===== src/rtl/framer_test_pkg.sv =====
// Constants, register map and carrier types of the framer test supervision block
// What this block does
// - Simulation keeps traffic, hides genuine alarms
// - Simulation sets all four alarms in either mode
// - PCM30 simulation follows enable bit level
// - PCM24 enable rising edge advances step counter
// - PCM24 clears only at step 0 (STEP_DONE)
// - Parity generated at speech memory inputs
// - Selected channel parity errors set flags
// - Any channel parity error sets global flag
// - Receive parity output aligned, sense selectable
// - Loop one selected channel system to system
// - PCM24 pure loop drops signaling bit
// - Looped channel sends idle code to line
// - Readback test bit exposes control registers
// - PCM30 doubleframe even parity on pin
// - Replica outputs continuously copy line outputs
// - Carrier pin or control bit sends AIS
// - PCM30 async pass needs two bits
// - Slot zero transparency bypasses own framing
// - PCM24 F-bit forwarded, bit 1 flags DL
// - PCM24 system bit 8 becomes F-bit
// - Replica polarity set by sense bit
`default_nettype none
package framer_test_pkg;
   localparam logic [7:0]  CTRL_OFS   = 8'h00;
   localparam logic [7:0]  PSEL_OFS   = 8'h04;
   localparam logic [7:0]  LOOP_OFS   = 8'h08;
   localparam logic [7:0]  IDLE_OFS   = 8'h0C;
   localparam logic [7:0]  STAT_OFS   = 8'h10;
   localparam logic [7:0]  CNT_OFS    = 8'h14;
   localparam logic [16:0] CTRL_RST   = 17'h00000;
   localparam logic [4:0]  PSEL_RST   = 5'h00;
   localparam logic [4:0]  LOOP_RST   = 5'h00;
   localparam logic [7:0]  IDLE_RST   = 8'h54;
   localparam logic [4:0]  LAST_E1    = 5'h1F;
   localparam logic [4:0]  LAST_T1    = 5'h18;
   localparam logic [2:0]  STEP_DONE  = 3'h0;
   localparam logic [7:0]  AIS_BYTE   = 8'hFF;

   // Control word, bit 16 down to bit 0
   typedef struct packed {
      logic crc_multiframe;
      logic pure_data_return;
      logic replica_sense;
      logic rx_parity_sense;
      logic ext_tx_parity_sense;
      logic ext_tx_parity_enable;
      logic t1_transparent;
      logic slot_zero_transparent;
      logic rx_transparent;
      logic ais_disable;
      logic send_ais;
      logic control_readback;
      logic clear_channel_parity;
      logic clear_indications;
      logic simulation_enable;
      logic reserved0;
      logic pcm24;
   } ctrl_t;

   typedef struct packed {
      logic nos;
      logic ais;
      logic los;
      logic rai;
   } alarms_t;

   typedef struct packed {
      logic       valid;
      logic [4:0] slot;
      logic [7:0] system_pcm_in;
      logic       sig_bit;
      logic       tx_parity_input;
      logic [7:0] line_in;
      logic       f_bit;
      logic       dl_position;
      logic [7:0] framing_word;
      logic       framer_f_bit;
   } slot_in_t;

   typedef struct packed {
      logic       valid;
      logic [7:0] system_pcm_out;
      logic       rx_parity_output;
      logic [7:0] line_byte;
      logic [7:0] line_out_plus;
      logic [7:0] line_out_minus;
      logic [7:0] replica_out_plus;
      logic [7:0] replica_out_minus;
      logic       line_f_bit;
   } slot_out_t;

   typedef struct packed {
      logic [7:0] framing;
      logic [7:0] code_violation;
      logic [7:0] crc;
   } counters_t;

   typedef enum logic [1:0] {
      BUS_IDLE = 2'b00,
      BUS_WR   = 2'b01,
      BUS_RD   = 2'b10,
      BUS_RDY  = 2'b11
   } bus_st_t;
endpackage
`default_nettype wire


===== src/rtl/framer_test_supervision.sv =====
// Test supervision of a primary-rate framer: simulation, parity, loopback, replicas
`default_nettype none
module framer_test_supervision (
   input  wire logic                         CORE_CLK_I,
   input  wire logic                         RESETN_I,
   input  wire logic                         HSEL_I,
   input  wire logic [31:0]                  HADDR_I,
   input  wire logic [1:0]                   HTRANS_I,
   input  wire logic                         HWRITE_I,
   input  wire logic [2:0]                   HSIZE_I,
   input  wire logic [31:0]                  HWDATA_I,
   input  wire logic                         HREADY_I,
   output logic      [31:0]                  HRDATA_O,
   output logic                              HREADYOUT_O,
   output logic                              HRESP_O,
   input  wire framer_test_pkg::slot_in_t    SLOT_I,
   input  wire framer_test_pkg::alarms_t     ALARM_I,
   input  wire logic                         RX_SYNC_I,
   input  wire logic                         COS_I,
   output framer_test_pkg::slot_out_t        SLOT_O,
   output framer_test_pkg::alarms_t          ALARM_O,
   output logic                              RAI_SEND_O,
   output logic                              DOUBLEFRAME_PARITY_O
);

   typedef struct packed {
      framer_test_pkg::ctrl_t     ctrl;
      logic [4:0]                 psel;
      logic [4:0]                 loop_ch;
      logic [7:0]                 idle;
      framer_test_pkg::bus_st_t   bus;
      logic [7:0]                 addr;
      logic [31:0]                rdata;
      logic [31:0][8:0]           rx_mem;
      logic [31:0][8:0]           tx_mem;
      logic [2:0]                 step;
      logic                       sim_prev;
      logic                       rx_pe;
      logic                       tx_pe;
      logic                       g_pe;
      logic                       rx_slip;
      logic                       tx_slip;
      framer_test_pkg::counters_t cnt;
      logic                       frame_odd;
      logic                       df_acc;
      logic                       df_out;
      logic                       mark_pol;
      framer_test_pkg::slot_out_t out;
      framer_test_pkg::alarms_t   alarms;
      logic                       rai;
   } state_t;

   state_t q, d;

   logic        addr_phase;
   logic        sim_active;
   logic        last_slot;
   logic        loop_hit;
   logic [7:0]  rx_in;
   logic [8:0]  rx_rd;
   logic        rx_err;
   logic        tx_par_in;
   logic [8:0]  tx_rd;
   logic        tx_err;
   logic [7:0]  loop_data;
   logic [7:0]  line_byte;
   logic [7:0]  plus;
   logic [7:0]  minus;
   logic        pol;
   logic        clr_ok;
   logic [31:0] rd_mux;
   framer_test_pkg::ctrl_t ctrl_vis;

   assign addr_phase = HSEL_I && HTRANS_I[1] && HREADY_I;

   always_comb begin
      d = q;
      pol = q.mark_pol;
      plus = 8'h00;
      minus = 8'h00;
      sim_active = q.ctrl.pcm24 ? (q.step != framer_test_pkg::STEP_DONE)
                                : q.ctrl.simulation_enable;
      last_slot = (SLOT_I.slot == (q.ctrl.pcm24 ? framer_test_pkg::LAST_T1
                                                : framer_test_pkg::LAST_E1));
      loop_hit = (q.loop_ch != 5'h00) && (SLOT_I.slot == q.loop_ch);

      // Receive path into speech memory
      if (q.ctrl.pcm24 && q.ctrl.t1_transparent && SLOT_I.slot == 5'h00) begin
         rx_in = {SLOT_I.dl_position, 6'h00, SLOT_I.f_bit};
      end else if (!q.ctrl.pcm24 && !RX_SYNC_I
                   && !(q.ctrl.ais_disable && q.ctrl.rx_transparent)) begin
         rx_in = framer_test_pkg::AIS_BYTE;
      end else begin
         rx_in = SLOT_I.line_in;
      end
      rx_rd  = q.rx_mem[SLOT_I.slot];
      rx_err = ^rx_rd;

      // Transmit path; PCM30 bypasses the transmit memory
      // external parity xor sense bit, stored as bit 8
      tx_par_in = q.ctrl.ext_tx_parity_enable
                ? (SLOT_I.tx_parity_input ^ q.ctrl.ext_tx_parity_sense)
                : ^SLOT_I.system_pcm_in;
      tx_rd  = q.ctrl.pcm24 ? q.tx_mem[SLOT_I.slot] : {tx_par_in, SLOT_I.system_pcm_in};
      tx_err = ^tx_rd;

      loop_data = (q.ctrl.pcm24 && !q.ctrl.pure_data_return)
                ? {SLOT_I.system_pcm_in[7:1], SLOT_I.sig_bit} : SLOT_I.system_pcm_in;

      if (COS_I || q.ctrl.send_ais) begin
         line_byte = framer_test_pkg::AIS_BYTE;
      end else if (loop_hit) begin
         line_byte = q.idle;
      end else if (!q.ctrl.pcm24 && SLOT_I.slot == 5'h00 && !q.ctrl.slot_zero_transparent) begin
         line_byte = SLOT_I.framing_word;
      end else begin
         line_byte = tx_rd[7:0];
      end

      // Alternate mark inversion, first bit of the slot first; zero
      // substitution of the line code is left to the line coder downstream
      for (int i = 7; i >= 0; i--) begin
         if (line_byte[i]) begin
            plus[i]  = !pol;
            minus[i] = pol;
            pol      = !pol;
         end
      end

      if (SLOT_I.valid) begin
         d.rx_mem[SLOT_I.slot] = {^rx_in, rx_in};
         if (q.ctrl.pcm24) begin
            d.tx_mem[SLOT_I.slot] = {tx_par_in, SLOT_I.system_pcm_in};
         end
         d.mark_pol = pol;
         d.out.valid = 1'b1;
         d.out.system_pcm_out = loop_hit ? loop_data : rx_rd[7:0];
         d.out.rx_parity_output = rx_rd[8] ^ q.ctrl.rx_parity_sense;
         d.out.line_byte = line_byte;
         d.out.line_out_plus = plus;
         d.out.line_out_minus = minus;
         d.out.replica_out_plus = plus ^ {8{q.ctrl.replica_sense}};
         d.out.replica_out_minus = minus ^ {8{q.ctrl.replica_sense}};
         if (q.ctrl.pcm24 && SLOT_I.slot == 5'h00) begin
            d.out.line_f_bit = q.ctrl.t1_transparent ? SLOT_I.system_pcm_in[0]
                                                     : SLOT_I.framer_f_bit;
         end
         if (!q.ctrl.pcm24) begin
            d.df_acc = q.df_acc ^ (^rx_rd[7:0]);
            if (last_slot) begin
               d.frame_odd = !q.frame_odd;
               if (q.frame_odd) begin
                  d.df_out = q.df_acc ^ (^rx_rd[7:0]);
                  d.df_acc = 1'b0;
               end
            end
         end
      end else begin
         d.out.valid = 1'b0;
      end

      d.sim_prev = q.ctrl.simulation_enable;
      if (q.ctrl.pcm24 && q.ctrl.simulation_enable && !q.sim_prev) begin
         d.step = q.step + 3'h1;
      end

      clr_ok = q.ctrl.clear_indications && (!q.ctrl.pcm24 || q.step == framer_test_pkg::STEP_DONE);
      if (clr_ok) begin
         d.rx_slip = 1'b0;
         d.tx_slip = 1'b0;
         d.cnt = '0;
      end
      if (q.ctrl.clear_channel_parity || clr_ok) begin
         d.rx_pe = 1'b0;
         d.tx_pe = 1'b0;
         d.g_pe = 1'b0;
      end
      if (sim_active) begin
         d.rx_slip = 1'b1;
         d.tx_slip = 1'b1;
         d.rx_pe = 1'b1;
         d.tx_pe = 1'b1;
         d.g_pe = 1'b1;
         if (SLOT_I.valid && last_slot) begin
            d.cnt.framing = q.cnt.framing + 8'h01;
            d.cnt.code_violation = q.cnt.code_violation + 8'h01;
            if (q.ctrl.crc_multiframe) begin
               d.cnt.crc = q.cnt.crc + 8'h01;
            end
         end
      end
      if (SLOT_I.valid) begin
         if (rx_err && SLOT_I.slot == q.psel) begin
            d.rx_pe = 1'b1;
         end
         if (tx_err && SLOT_I.slot == q.psel) begin
            d.tx_pe = 1'b1;
         end
         if (rx_err || tx_err) begin
            d.g_pe = 1'b1;
         end
      end

      d.alarms = sim_active ? '1 : ALARM_I;
      d.rai = !sim_active && ALARM_I.los;

      ctrl_vis = q.ctrl;
      ctrl_vis.clear_indications = 1'b0;
      ctrl_vis.clear_channel_parity = 1'b0;
      case (HADDR_I[7:0])
         framer_test_pkg::CTRL_OFS: rd_mux = q.ctrl.control_readback ? {15'h0000, ctrl_vis} : '0;
         framer_test_pkg::PSEL_OFS: rd_mux = q.ctrl.control_readback ? {27'h0, q.psel} : '0;
         framer_test_pkg::LOOP_OFS: rd_mux = q.ctrl.control_readback ? {27'h0, q.loop_ch} : '0;
         framer_test_pkg::IDLE_OFS: rd_mux = q.ctrl.control_readback ? {24'h0, q.idle} : '0;
         framer_test_pkg::STAT_OFS: rd_mux = {22'h0, q.df_out, q.step, q.rx_slip, q.tx_slip,
                                              q.g_pe, q.tx_pe, q.rx_pe, sim_active};
         framer_test_pkg::CNT_OFS:  rd_mux = {8'h00, q.cnt};
         default:                   rd_mux = '0;
      endcase

      // Reads take one wait state so that hrdata comes from a flop
      case (q.bus)
         framer_test_pkg::BUS_WR: begin
            case (q.addr)
               framer_test_pkg::CTRL_OFS: d.ctrl = framer_test_pkg::ctrl_t'(HWDATA_I[16:0]);
               framer_test_pkg::PSEL_OFS: d.psel = HWDATA_I[4:0];
               framer_test_pkg::LOOP_OFS: d.loop_ch = HWDATA_I[4:0];
               framer_test_pkg::IDLE_OFS: d.idle = HWDATA_I[7:0];
               default: ;
            endcase
         end
         framer_test_pkg::BUS_RD: begin
            d.bus = framer_test_pkg::BUS_RDY;
         end
         default: ;
      endcase
      if (q.bus != framer_test_pkg::BUS_RD) begin
         d.bus = framer_test_pkg::BUS_IDLE;
         if (addr_phase) begin
            d.addr = HADDR_I[7:0];
            d.bus = HWRITE_I ? framer_test_pkg::BUS_WR : framer_test_pkg::BUS_RD;
            if (!HWRITE_I) begin
               d.rdata = rd_mux;
            end
         end
      end
   end

   always_ff @(posedge CORE_CLK_I or negedge RESETN_I) begin
      if (!RESETN_I) begin
         q <= '0;
         q.ctrl <= framer_test_pkg::ctrl_t'(framer_test_pkg::CTRL_RST);
         q.psel <= framer_test_pkg::PSEL_RST;
         q.loop_ch <= framer_test_pkg::LOOP_RST;
         q.idle <= framer_test_pkg::IDLE_RST;
         q.bus <= framer_test_pkg::BUS_IDLE;
      end else begin
         q <= d;
      end
   end

   assign HRDATA_O = q.rdata;
   assign HREADYOUT_O = (q.bus != framer_test_pkg::BUS_RD);
   assign HRESP_O = 1'b0;
   assign SLOT_O = q.out;
   assign ALARM_O = q.alarms;
   assign RAI_SEND_O = q.rai;
   assign DOUBLEFRAME_PARITY_O = q.df_out;
endmodule // framer_test_supervision
`default_nettype wire


===== config.mk =====
export PLATFORM = sky130hd
export DESIGN_NAME = framer_test_supervision
export DESIGN_NICKNAME = d
export VERILOG_FILES = /design/src/rtl/framer_test_pkg.sv /design/src/rtl/framer_test_supervision.sv
export SDC_FILE = /design/constraint.sdc
export NUM_CORES = 1
export LEC_CHECK = 0
export BUFFER_PORTS_ARGS = -buffer_cell sky130_fd_sc_hd__buf_2
export CAP_MARGIN = 15
export CELL_PAD_IN_SITES_DETAIL_PLACEMENT = 1
export CELL_PAD_IN_SITES_GLOBAL_PLACEMENT = 1
export CORE_ASPECT_RATIO = 1.1
export CORE_MARGIN = 10
export CORE_UTILIZATION = 28
export DETAILED_ROUTE_END_ITERATION = 7
export PLACE_DENSITY_LB_ADDON = 0.3
export SYNTH_ARGS = -nofsm -noshare
export SYNTH_HDL_FRONTEND = slang
export SYNTH_SLANG_ARGS = --single-unit

===== constraint.sdc =====
create_clock -name CORE_CLK_I -period 6 [get_ports CORE_CLK_I]
set_clock_uncertainty 0.2 [all_clocks]
set_input_delay 0.3 -clock CORE_CLK_I [delete_from_list [all_inputs] [get_ports CORE_CLK_I]]
set_output_delay 0.3 -clock CORE_CLK_I [all_outputs]
set_load 0.01 [all_outputs]

Word-level counts from Yosys, hierarchy flattened --
Index checks and enable logic that the tools add are counted.
Word-level totals: input bits 115, register bits after elaboration 746, logic and storage cells 273, output and inout bits 91
Cells by class: reductions and logical operators 64, equality and inequality tests 14, order comparisons 2, bitwise operators 7, $add $sub $neg 4, multiplexer cells 67
Operator list (count):
- $bwmux W288 | 2
- $pmux W24 S6 | 1
- $bmux W9 S5 | 2
- $mux W42 | 2
- $mux W8 | 8
- $demux W9 S5 | 1
- $mux W9 | 4
- $eq A8 B4 Y1 const B | 4
- $mux W1 | 32
- $mux W32 | 1
- $mux W29 | 1
- $mux W26 | 1
- $add A8 B1 Y8 const B | 3
- $mux W24 | 1
- $reduce_xor A8 Y1 | 3
- $logic_and A1 B1 Y1 | 20
- $reduce_xor A9 Y1 | 2
- $mux W17 | 1
- $eq A8 B3 Y1 const B | 2
- $eq A8 B5 Y1 const B | 2
- $logic_not A1 Y1 | 16
- $logic_not A8 Y1 | 2
- $reduce_and A2 Y1 | 8
- $xor A8 B8 Y8 | 2
- 21 further kinds | 37

Longest topological paths before layout --
Gate-level depths: netlist of run 1.
depth in word-level cells 22, mapped depth 25, mapped depth without buffers 21

Worst setup path before layout of run 1 --
No wires, ideal clock.
kind input-to-reg, start input port SLOT_I[30] (netlist name), end register q, in the netlist SLOT_O[25], data arrival time 4.908 ns, stages on the path 23, path slack 0.767 ns, cell sequence buf_4 > buf_2 > buf_4 > buf_4 > buf_2 > xnor2_1 > nand4_1 > a21oi_1 > buf_2 > a21oi_1 > a21oi_1 > nand2_1 > ha_1 > inv_1 > ha_1 > ha_1 > ha_1 > ha_1 > ha_1 > ha_1 > inv_1 > ha_1 > mux2_2
On the way: cells in the longest elaborated chain, start to end 21
Ends and longest elaborated chain:
- start, declared | line framer_test_supervision.sv:16 | input wire framer_test_pkg::slot_in_t SLOT_I,
- $bmux W9 S5 / $logic_not A5 Y1 (equally long branches) | line framer_test_supervision.sv:104, framer_test_supervision.sv:114
- $mux W9 (implied by the code) / $logic_and A1 B1 Y1 (equally long branches) | line framer_test_supervision.sv:104, framer_test_supervision.sv:114
- $mux W9 / $logic_and A1 B1 Y1 (equally long branches) | line framer_test_supervision.sv:104, framer_test_supervision.sv:114
- $mux W8 | line framer_test_supervision.sv:114 | end else if (!q.ctrl.pcm24 && SLOT_I.slot == 5'h00 && !q.ctrl.slot_zero_transparent) begin
- $mux W8 * | line framer_test_supervision.sv:112 | end else if (loop_hit) begin
- $mux W8 * | line framer_test_supervision.sv:110 | if (COS_I || q.ctrl.send_ais) begin
- named net line_byte[7] | line framer_test_supervision.sv:66 | logic [7:0] line_byte;
- $mux W1 * | line framer_test_supervision.sv:123 | if (line_byte[i]) begin
- [7 not listed]
- $mux W1 * | line framer_test_supervision.sv:123
- $logic_not A1 Y1 | line framer_test_supervision.sv:126 | pol = !pol;
- $mux W1 * | line framer_test_supervision.sv:123
- $logic_not A1 Y1 | line framer_test_supervision.sv:126
- $mux W1 * | line framer_test_supervision.sv:123
- $logic_not A1 Y1 * | line framer_test_supervision.sv:124 | plus[i] = !pol;
- $mux W1 * | line framer_test_supervision.sv:123
- named net plus[0] | line framer_test_supervision.sv:67 | logic [7:0] plus;
- end, declared | line framer_test_supervision.sv:53 | state_t q, d;
Mark *: on every way through the listed nets, which the timed path passes. The rest lies on a longest branch. The select of a mux whose other input is x is not followed. A chain may end at the register's enable or synchronous reset.

Worst setup path after layout of run 1 --
start register q[99] (netlist name), end register q, in the netlist SLOT_O[9]
On the way: cells in the longest elaborated chain, start to end 20
Ends and longest elaborated chain:
- $bmux W9 S5 * | line framer_test_supervision.sv:104 | tx_rd = q.ctrl.pcm24 ? q.tx_mem[SLOT_I.slot] : {tx_par_in, SLOT_I.system_pcm_in};
- $mux W9 (implied by the code) * | line framer_test_supervision.sv:104
- $mux W9 * | line framer_test_supervision.sv:104
- $mux W8 * | line framer_test_supervision.sv:114
- $mux W8 * | line framer_test_supervision.sv:112
- $mux W8 * | line framer_test_supervision.sv:110
- named net line_byte[6] | line framer_test_supervision.sv:66
- $mux W1 * | line framer_test_supervision.sv:123
- [6 not listed]
- $logic_not A1 Y1 | line framer_test_supervision.sv:126
- $mux W1 * | line framer_test_supervision.sv:123
- $logic_not A1 Y1 | line framer_test_supervision.sv:126
- $mux W1 * | line framer_test_supervision.sv:123
- $logic_not A1 Y1 * | line framer_test_supervision.sv:124
- $mux W1 * | line framer_test_supervision.sv:123
- named net plus[0] | line framer_test_supervision.sv:67
- $xor A8 B8 Y8 * | line framer_test_supervision.sv:142 | d.out.replica_out_plus = plus ^ {8{q.ctrl.replica_sense}};
Marks and branches as above.

==> results.yml, run 1 <==
status:
  run_status: "finished, final reports clean"
sta:
  timing.final.crit_share: 0.922
  worst_slew_margin_rel: 0.161
  report.final.slew_viol_count: 0
  fmax_ghz: 0.181
  timing.final.hold_violations: 0
  finalSetupViolCount: 0
  fin_crit_ns: 5.53
  setup_repair_after_global_routing_missed_its_margin: "no"
  timing_worst_slew_pin_value_ns: 1.23
  finalSetupTns_ns: 0
clock_network:
  root_buffer_cell: "clkbuf_16"
  clock_tree_from_tritoncts: "yes"
  insertion_delay_ns: 0.66
  clk_pin_slew_ns: 0.06
  cts-buffers-inserted: 84
  cts_num_sinks: 737
  cts_setup_buffers: 0
  cts.repair.resized: 0
  post_cts_hold_buffer_count: 46
  cts_max_path_buffers: 3
  htree_num_levels: 3
setup_path:
  cpMaxStageDelayCell: "a2111oi_0"
  critical_path.cell_chain: "mux4_2, a2111oi_0, a31oi_1, nand2_1, a21oi_1, a21oi_1, nand2_1, ha_1, ha_1, ha_1, ha_1, ha_1, ha_1, inv_1, ha_1, xnor2_1, a21oi_1"
  number_of_buffer_and_inverter_stages_on_the_critical_path: 1
  cell_occurring_most_often_along_the_worst_timing_path: "ha_1"
  setup.worst_path.end_class: "register"
  worstSetupPathType: "register to register"
  critical-path-top-delay-family: "adder cells"
  crit_fanout: 2
  crit_required_ns: 6.29
  critical_path.max_stage_delay_ns: 1.08
  cp-start-kind: "register"
  worst-endpoint-arrival_ns: 5.82
floorplanning:
  starting_density_of_the_core: 0.282
  floorplan.die_area_mm2: 0.137
  die_h_um: 387
  io_pins: 206
  core_region_area_mm2: 0.122
  std_cell_rows: 134
  chip_width_um: 354
synthesis:
  yosys_warnings: 0
  synthesis.instances: 2965
  post_synth_fa_ha_maj_area_fraction: 0.00765
  muxShareOfSynthArea: 0.206
  postSynthRegisterBits: 737
  synth_flop_cell: "dfrtp_1"
  syn_area_mm2: 0.0343
  yosys.area_share.xor_xnor: 0.0164
  synth-simple-area-share: 0.0901
  complex_gate_fraction_of_the_synthesized_area: 0.0930
  ys_seq_area_frac: 0.537
  edff_count_synth: 0
  async_reset_ff_frac: 1.00
  synth_top_family_by_area: "multiplexers"
  postSynthAreaPerCell_um2: 11.6
  ys_types: 62
finish:
  num_antenna_cells: 0
  layout-area-overhead-vs-synth_pct: 15.4
  final_layout_size_suffix_gt1_frac: 0.268
  final_cell_count_no_fill: 4732
  final_net_count: 3166
drt:
  firstDrtPassIters: 5
  routed-via-count: 23300
  number_of_vias_per_cell_after_detailed_routing: 4.92
  wirelength_mm: 109
  detail_route.drc_violations: 0
  drt-initial-drc-count: 1226
  antenna_left: 0
  wl_per_cell_um: 23.0
power_and_ir_drop:
  irDropWorstVdd_v: 0.000215
  powerDensity_mw_per_mm2: 381
  leakage_nw: 18.0
grt:
  groute.usage.overall: 0.156
  grt_first_pass_wirelength_mm: 165
  antenna_violations_before_repair: 4
  grt_pass1_vias: 24900
  global_route.overflow_total: 0
  grt_max_degree: 154
placement:
  detailed_place_hpwl_mm: 72.8
  place.port_buffers: 153
  dp.cells: 4530
  place_congestion: 0.819
flow_run:
  cap_violations: 0
min_path:
  min-delay-path-class: "primary input to register"
tightest hold or removal path: stages:
cell	delay (ns)
buf_2	0.15
o21ai_2	0.21
o21ai_0	0.21
cells in the mapped netlist (18+ instances only):
cell type,instances,area [um^2]
a21oi_1,52,260
a22oi_1,30,225
buf_2,27,135
buf_4,102,766
clkbuf_1,150,563
dfrtp_1,734,18400
ha_1,21,263
inv_1,18,67.6
mux2_2,343,3860
mux2i_1,94,941
mux4_2,101,2270
nand2_1,453,1700
nand3_1,63,315
nor2_1,81,304
o21ai_0,394,1970
o22ai_1,28,175
xnor2_1,51,447
registers in the layout, indices dropped and copies added, names as in the netlist:
register,count
ALARM_O,4
DOUBLEFRAME_PARITY_O,1
RAI_SEND_O,1
q,641
HRDATA_O,24
ctrl_vis,15
SLOT_O,51
cells in the final DEF, fill, tap and decap left out, drive strengths merged, types with 5 or more instances in the layout:
master / netlist / routed
nor2: 81 / 81
nand2: 453 / 453
o22ai: 28 / 28
clkbuf: 151 / 128
buf: 147 / 222
nor3: 16 / 16
dfrtp: 734 / 734
a22oi: 30 / 30
and2: 10 / 10
a22o: 7 / 7
nand4: 16 / 16
o221ai: 7 / 7
a21oi: 52 / 52
o21ai: 396 / 396
a221oi: 10 / 10
inv: 18 / 24
nand2b: 9 / 9
xor2: 8 / 8
mux2i: 94 / 94
nand4b: 5 / 5
ha: 21 / 21
and3: 11 / 11
nor4: 13 / 13
dlygate4sd3: 0 / 46
conb: 1 / 9
mux2: 343 / 343
nand3b: 6 / 6
mux4: 101 / 101
clkinv: 1 / 17
a31oi: 16 / 16
nand3: 63 / 63
nor2b: 14 / 14
xnor2: 51 / 51
bufinv: 0 / 6
logic make-up after synthesis:
family          count (synthesis)
compound gates                575
other cells                     1
simple gates                  715
flops                         737
xor+xnor                       61
buf+inv                       317
mux                           538
fa+ha+maj                      21
worst paths after layout:
kind,from,to,slack (ns),depth (start not counted)
worst max-delay path,q[99]$_DFFE_PN0P_,SLOT_O[9]$_DFFE_PN0P_,0.47,17
worst min-delay path,SLOT_I[17],q[432]$_DFFE_PN0P_,0.06,3
worst max register to register,q[99]$_DFFE_PN0P_,SLOT_O[9]$_DFFE_PN0P_,0.47,17
worst min register to register,ctrl_vis[2]$_DFFE_PN0P_,q[89]$_DFF_PN0_,0.25,0
max in group asynchronous,RESETN_I,q[596]$_DFFE_PN0P_,4.06,3
min in group asynchronous,RESETN_I,q[704]$_DFFE_PN0P_,0.10,2
layer usage:
metal,part of all wire,global-route usage,up-vias,routed length (um)
li1,-,-,10600,-
met1,0.44,0.202,12100,48100
met2,0.48,0.258,457,52000
met3,0.051,0.0336,171,5570
met4,0.031,0.0508,4,3330
met5,0.00025,0,-,27
per-stage QoR:
step,cell area [um^2],setup WS (ns),power (mW),hold WS (ns),utilization
CTS,39600,0.559,15.3,0.0316,0.326
finish,39600,0.466,15.1,0.0617,0.326
floorplan,34400,0.767,8.67,-0.196,-
detailed placement,36300,0.189,9.83,0.221,0.299
global route,39600,0.295,15.9,0.0604,0.326
global placement,36300,0.226,9.72,0.218,0.299
area by class of cell:
| type | count | area (um^2) |
|---|---|---|
| tap | 1632 | 2040 |
| inverter | 19 | 71.3 |
| multi-input combinational | 1919 | 14300 |
| timing repair buffer | 269 | 1880 |
| sequential | 737 | 18400 |
| clock buffer | 127 | 2530 |
| fill | 13300 | 81900 |
| clock inverter | 29 | 334 |
power by group:
group	switching, mW	leakage (nW)	internal, mW
logic	1.79	6.94	1.41
registers	0.585	9.63	5.94
clock network	2.18	1.42	3.17
total	4.56	18.0	10.5
Power figures use the tool's default switching activity.
==> run 2, diff against run 1 <==
==> constraint.sdc (replaced) <==
create_clock -name CORE_CLK_I -period 6.7 [get_ports CORE_CLK_I]
set_clock_uncertainty 0.2 [all_clocks]
set_input_delay 0.335 -clock CORE_CLK_I [delete_from_list [all_inputs] [get_ports CORE_CLK_I]]
set_output_delay 0.335 -clock CORE_CLK_I [all_outputs]
set_load 0.01 [all_outputs]
==> results.yml, run 2 (synthesis results as in run 1) <==
setup_path:
  critical-path-top-delay-family: "adder cells"
  regToRegStartpoint: "q[379]$_DFFE_PN0P_"
  worst-endpoint-arrival_ns: 6.07
  setup.worst_path.end_class: "register"
  launching_instance_or_port_of_the_critical_path: "q[379]$_DFFE_PN0P_"
  critical_path.cell_chain: "mux4_2, mux2i_1, nor2_1, a2111oi_0, buf_4, a21oi_1, nand2_1, a21oi_1, a21oi_1, nand2_1, ha_1, inv_1, ha_1, ha_1, ha_1, ha_1, ha_1, ha_1, inv_1, ha_1, mux2_2"
  number_of_buffer_and_inverter_stages_on_the_critical_path: 3
  critical_path.max_stage_delay_ns: 0.79
  crit_fanout: 2
  reg2reg_slack_ns: 0.96
  crit_required_ns: 7.03
  cpMaxStageDelayCell: "a2111oi_0"
  cell_occurring_most_often_along_the_worst_timing_path: "ha_1"
  worstSetupPathType: "register to register"
  cp-start-kind: "register"
floorplanning:
  chip_width_um: 354
  std_cell_rows: 134
  floorplan.die_area_mm2: 0.137
  die_h_um: 387
  starting_density_of_the_core: 0.282
  core_region_area_mm2: 0.122
  io_pins: 206
grt:
  groute.usage.overall: 0.156
  grt_pass1_vias: 24600
  antenna_violations_before_repair: 6
  grt_max_degree: 150
  grt_first_pass_wirelength_mm: 165
  global_route.overflow_total: 0
clock_network:
  htree_num_levels: 3
  cts_num_sinks: 737
  cts.repair.resized: 0
  insertion_delay_ns: 0.64
  root_buffer_cell: "clkbuf_16"
  clock_tree_from_tritoncts: "yes"
  cts_max_path_buffers: 3
  clk_pin_slew_ns: 0.06
  post_cts_hold_buffer_count: 46
  cts_setup_buffers: 0
  cts-buffers-inserted: 85
finish:
  num_antenna_cells: 0
  final_cell_count_no_fill: 4718
  finalInstanceArea_mm2: 0.0395
  top_register: "q"
  final_common_cell: "dfrtp_1"
  final_layout_size_suffix_gt1_frac: 0.265
  most-common-layout-cells: "dfrtp_1 (733), nand2_1 (453), o21ai_0 (387)"
  largest_register_ffs: 641
  final_net_count: 3161
  layout-area-overhead-vs-synth_pct: 15.1
placement:
  placed_area_mm2: 0.0362
  dp.cells: 4524
  detailed_place_hpwl_mm: 73.6
  place.port_buffers: 153
  place_congestion: 0.809
sta:
  finalSetupViolCount: 0
  fmax_ghz: 0.174
  report.final.slew_viol_count: 0
  worst_slew_margin_rel: 0.312
  timing.final.crit_share: 0.857
  timing.final.hold_violations: 0
  timing_worst_slew_pin_value_ns: 1.03
  finalSetupTns_ns: 0
  setup_repair_after_global_routing_missed_its_margin: "no"
  finalHoldWorstSlack_ns: 0.0411
  fin_crit_ns: 5.74
drt:
  antenna_left: 0
  routed-via-count: 23200
  firstDrtPassIters: 5
  detail_route.drc_violations: 0
  wl_per_cell_um: 23.1
  number_of_vias_per_cell_after_detailed_routing: 4.91
  wirelength_mm: 109
  drt-initial-drc-count: 1206
min_path:
  hold_path_startpoint: "HADDR_I[2]"
  min-delay-path-class: "primary input to register"
power_and_ir_drop:
  leakage_nw: 17.9
  powerDensity_mw_per_mm2: 340
  finalPower_mw: 13.4
  irDropWorstVdd_v: 0.000222
flow_run:
  cap_violations: 0
status:
  run_status: "finished, final reports clean"
[run 2: area by class of cell]
cell class,count,area (um^2)
clock buffers,126,2530
clock inverters,22,295
fillers,13300,82000
inverters,19,71.3
multi-input cells,1919,14300
flip-flops and latches,737,18400
well taps,1632,2040
repair buffers,263,1830
[run 2: metal layers]
layer / GRT usage / wire (um)
met3: 0.0377 / 6120
met5: 0 / 34
met1: 0.200 / 47700
met2: 0.257 / 52000
met4: 0.0466 / 3280
[run 2: report_power, final]
part | switching, mW | total [mW] | internal, mW
Sequential | 0.534 | 5.85 | 5.32
Clock | 1.90 | 4.77 | 2.87
Combinational | 1.59 | 2.82 | 1.24
Total | 4.02 | 13.4 | 9.43
[run 2: metrics by stage]
step                       util  setup slack, ns
after floorplan               -             1.43
after global placement    0.298            0.436
after detailed placement  0.298            0.486
after CTS                 0.325            0.968
after global routing      0.325            0.709
final                     0.325            0.958
[run 2: worst paths after layout]
kind                                      endpoint  cells after the start
hold / removal                  q[703]$_DFFE_PN0P_                      2
min in group asynchronous          q[83]$_DFF_PN0_                      2
max in group asynchronous       q[485]$_DFFE_PN0P_                      3
hold reg to reg            HRDATA_O[9]$_DFFE_PN0P_                      2
setup / recovery            SLOT_O[25]$_DFFE_PN0P_                     21
setup reg to reg            SLOT_O[25]$_DFFE_PN0P_                     21
[run 2: worst register-to-register path, delay by kind of cell (launching register included)]
| kind | cells | cell delay (ns) |
|---|---|---|
| AND/OR/NAND/NOR | 3 | 0.33 |
| adder cells (fa/ha/maj) | 8 | 2.32 |
| flip-flops | 1 | 0.37 |
| multiplexers | 3 | 0.97 |
| AO/OA/AOI/OAI | 4 | 1.13 |
| buffers and inverters | 3 | 0.33 |
==> run 3, diff against run 2 <==
--- a/config.mk
+++ b/config.mk
@@ -6,7 +6,7 @@
 export NUM_CORES = 1
 export LEC_CHECK = 0
 export BUFFER_PORTS_ARGS = -buffer_cell sky130_fd_sc_hd__buf_2
-export CAP_MARGIN = 15
+export CAP_MARGIN = 20
 export CELL_PAD_IN_SITES_DETAIL_PLACEMENT = 1
 export CELL_PAD_IN_SITES_GLOBAL_PLACEMENT = 1
 export CORE_ASPECT_RATIO = 1.1
==> constraint.sdc (replaced) <==
create_clock -name CORE_CLK_I -period 6.1 [get_ports CORE_CLK_I]
set_clock_uncertainty 0.2 [all_clocks]
set_input_delay 0.305 -clock CORE_CLK_I [delete_from_list [all_inputs] [get_ports CORE_CLK_I]]
set_output_delay 0.305 -clock CORE_CLK_I [all_outputs]
set_load 0.01 [all_outputs]
==> results.yml, run 3 (synthesis results as in run 1) <==
clock_network:
  clk_pin_slew_ns: 0.06
  cts_setup_buffers: 0
  insertion_delay_ns: 0.63
  cts.repair.resized: 0
  htree_num_levels: 3
  clock_tree_from_tritoncts: "yes"
  root_buffer_cell: "clkbuf_16"
  cts_num_sinks: 737
  cts-buffers-inserted: 84
  cts_max_path_buffers: 3
grt:
  groute.usage.overall: 0.154
  globalRouteMet2Util: 0.252
  grt_max_degree: 139
  grt_pass1_vias: 24500
  global_route.overflow_total: 0
  global_route.usage.met3: 0.0345
  grt_first_pass_wirelength_mm: 164
  antenna_violations_before_repair: 4
  groute.layer.met1.usage: 0.202
  grt_busiest_layer: "met2"
finish:
  multi_input_area_mm2: 0.0143
  seqCellArea_mm2: 0.0184
  fill_cells: 13300
  most-common-layout-cells: "dfrtp_1 (733), nand2_1 (453), o21ai_0 (387)"
  finalInstanceArea_mm2: 0.0394
  num_antenna_cells: 0
  layout-area-overhead-vs-synth_pct: 14.8
  largest_register_ffs: 641
  final_layout_size_suffix_gt1_frac: 0.261
  final_net_count: 3160
  top_register: "q"
  final_common_cell: "dfrtp_1"
  utilization: 0.324
sta:
  worst_slew_margin_rel: 0.199
  fin_crit_ns: 5.35
  timing_worst_slew_pin_value_ns: 1.20
  report.final.slew_viol_count: 0
  fmax_ghz: 0.187
  finalSetupViolCount: 0
  timing.final.crit_share: 0.876
  setup_repair_after_global_routing_missed_its_margin: "no"
  finalSetupTns_ns: 0
  timing.final.hold_violations: 0
floorplanning:
  starting_density_of_the_core: 0.282
  io_pins: 206
  chip_width_um: 354
  floorplan.die_area_mm2: 0.137
  core_region_area_mm2: 0.122
  die_h_um: 387
  std_cell_rows: 134
flow_run:
  cap_violations: 0
setup_path:
  crit_required_ns: 6.37
  cpMaxStageDelayCell: "mux4_2"
  critical_path.cell_chain: "mux4_2, mux2i_1, nor2_1, a2111oi_0, buf_4, a21oi_1, nand2_1, a21oi_1, a21oi_1, nand2_1, ha_1, inv_1, ha_1, ha_1, ha_1, ha_1, ha_1, ha_1, inv_1, ha_1, xnor2_1, a21oi_1"
  worst-endpoint-arrival_ns: 5.62
  critical_path.max_stage_delay_ns: 0.49
  cp-start-kind: "register"
  cell_occurring_most_often_along_the_worst_timing_path: "ha_1"
  setup.worst_path.end_class: "register"
  worstSetupPathType: "register to register"
  crit_fanout: 2
placement:
  place_congestion: 0.805
  placed_area_mm2: 0.0363
  place.port_buffers: 153
  detailed_place_hpwl_mm: 72.2
power_and_ir_drop:
  finalPower_mw: 14.5
  irDropWorstVdd_v: 0.000185
  powerDensity_mw_per_mm2: 369
  leakage_nw: 17.9
drt:
  wirelength_mm: 108
  detail_route.drc_violations: 0
  drt-initial-drc-count: 1447
  wl_per_cell_um: 22.8
  number_of_vias_per_cell_after_detailed_routing: 4.92
  antenna_left: 0
  firstDrtPassIters: 8
  routed-via-count: 23200
status:
  run_status: "finished, final reports clean"
min_path:
  min-delay-path-class: "primary input to register"
## run 3: cell type report
cell class,count,share of cell area
Clock inverter,10,0.00267
Multi-Input combinational cell,1919,0.363
Tap cell,1632,0.0518
Timing Repair Buffer,263,0.0469
Inverter,19,0.00181
Clock buffer,135,0.0655
Sequential cell,737,0.468
## run 3: per-layer routing
layer | part of all wire | up-vias
met5 | 0.00041 | -
met4 | 0.028 | 8
met3 | 0.053 | 165
met2 | 0.47 | 453
met1 | 0.44 | 12000
li1 | - | 10600
## run 3: metrics by stage
step / setup WS (ns) / hold slack (ns) / std cells
after global routing: 0.388 / 0.0336 / 4715
final: 0.754 / 0.0308 / 4715
after detailed placement: 0.397 / 0.228 / 4525
after CTS: 0.773 / 0.00332 / 4715
after global placement: 0.372 / 0.227 / 4525
after floorplan: 0.862 / -0.191 / 2973
## run 3: what timing repair did
item | in CTS | in global routing
hold buffers | 45 | 0
setup endpoints to repair | 0 | 0
endpoints found under the hold margin | 157 | 0
## run 3: power by group
group	internal, mW	switching [mW]	total (mW)
Clock	2.96	2.05	5.01
Sequential	5.84	0.577	6.42
Combinational	1.36	1.73	3.09
## run 3: final timing paths
check                                    startpoint                  endpoint  slack [ns]  depth (start not counted)
min reg2reg                HRDATA_O[15]$_DFFE_PN0P_  HRDATA_O[15]$_DFFE_PN0P_        0.27                          2
max in group asynchronous                  RESETN_I        q[577]$_DFFE_PN0P_        4.19                          3
min                                      HADDR_I[3]        q[704]$_DFFE_PN0P_        0.03                          2
max                              q[379]$_DFFE_PN0P_     SLOT_O[9]$_DFFE_PN0P_        0.75                         22
min in group asynchronous                  RESETN_I  HRDATA_O[22]$_DFFE_PN0P_        0.11                          2
max reg2reg                      q[379]$_DFFE_PN0P_     SLOT_O[9]$_DFFE_PN0P_        0.75                         22
## run 3: critical path: cells and delay by family, from the launching register on
family	cells	cell delay, ns
adders and majority gates	8	2.30
xor gates and xnor gates	1	0.14
and+or+nand+nor	3	0.32
muxes	2	0.76
AOI/OAI and AO/OA	5	0.81
DFF	1	0.38
buffers and inverters	3	0.29
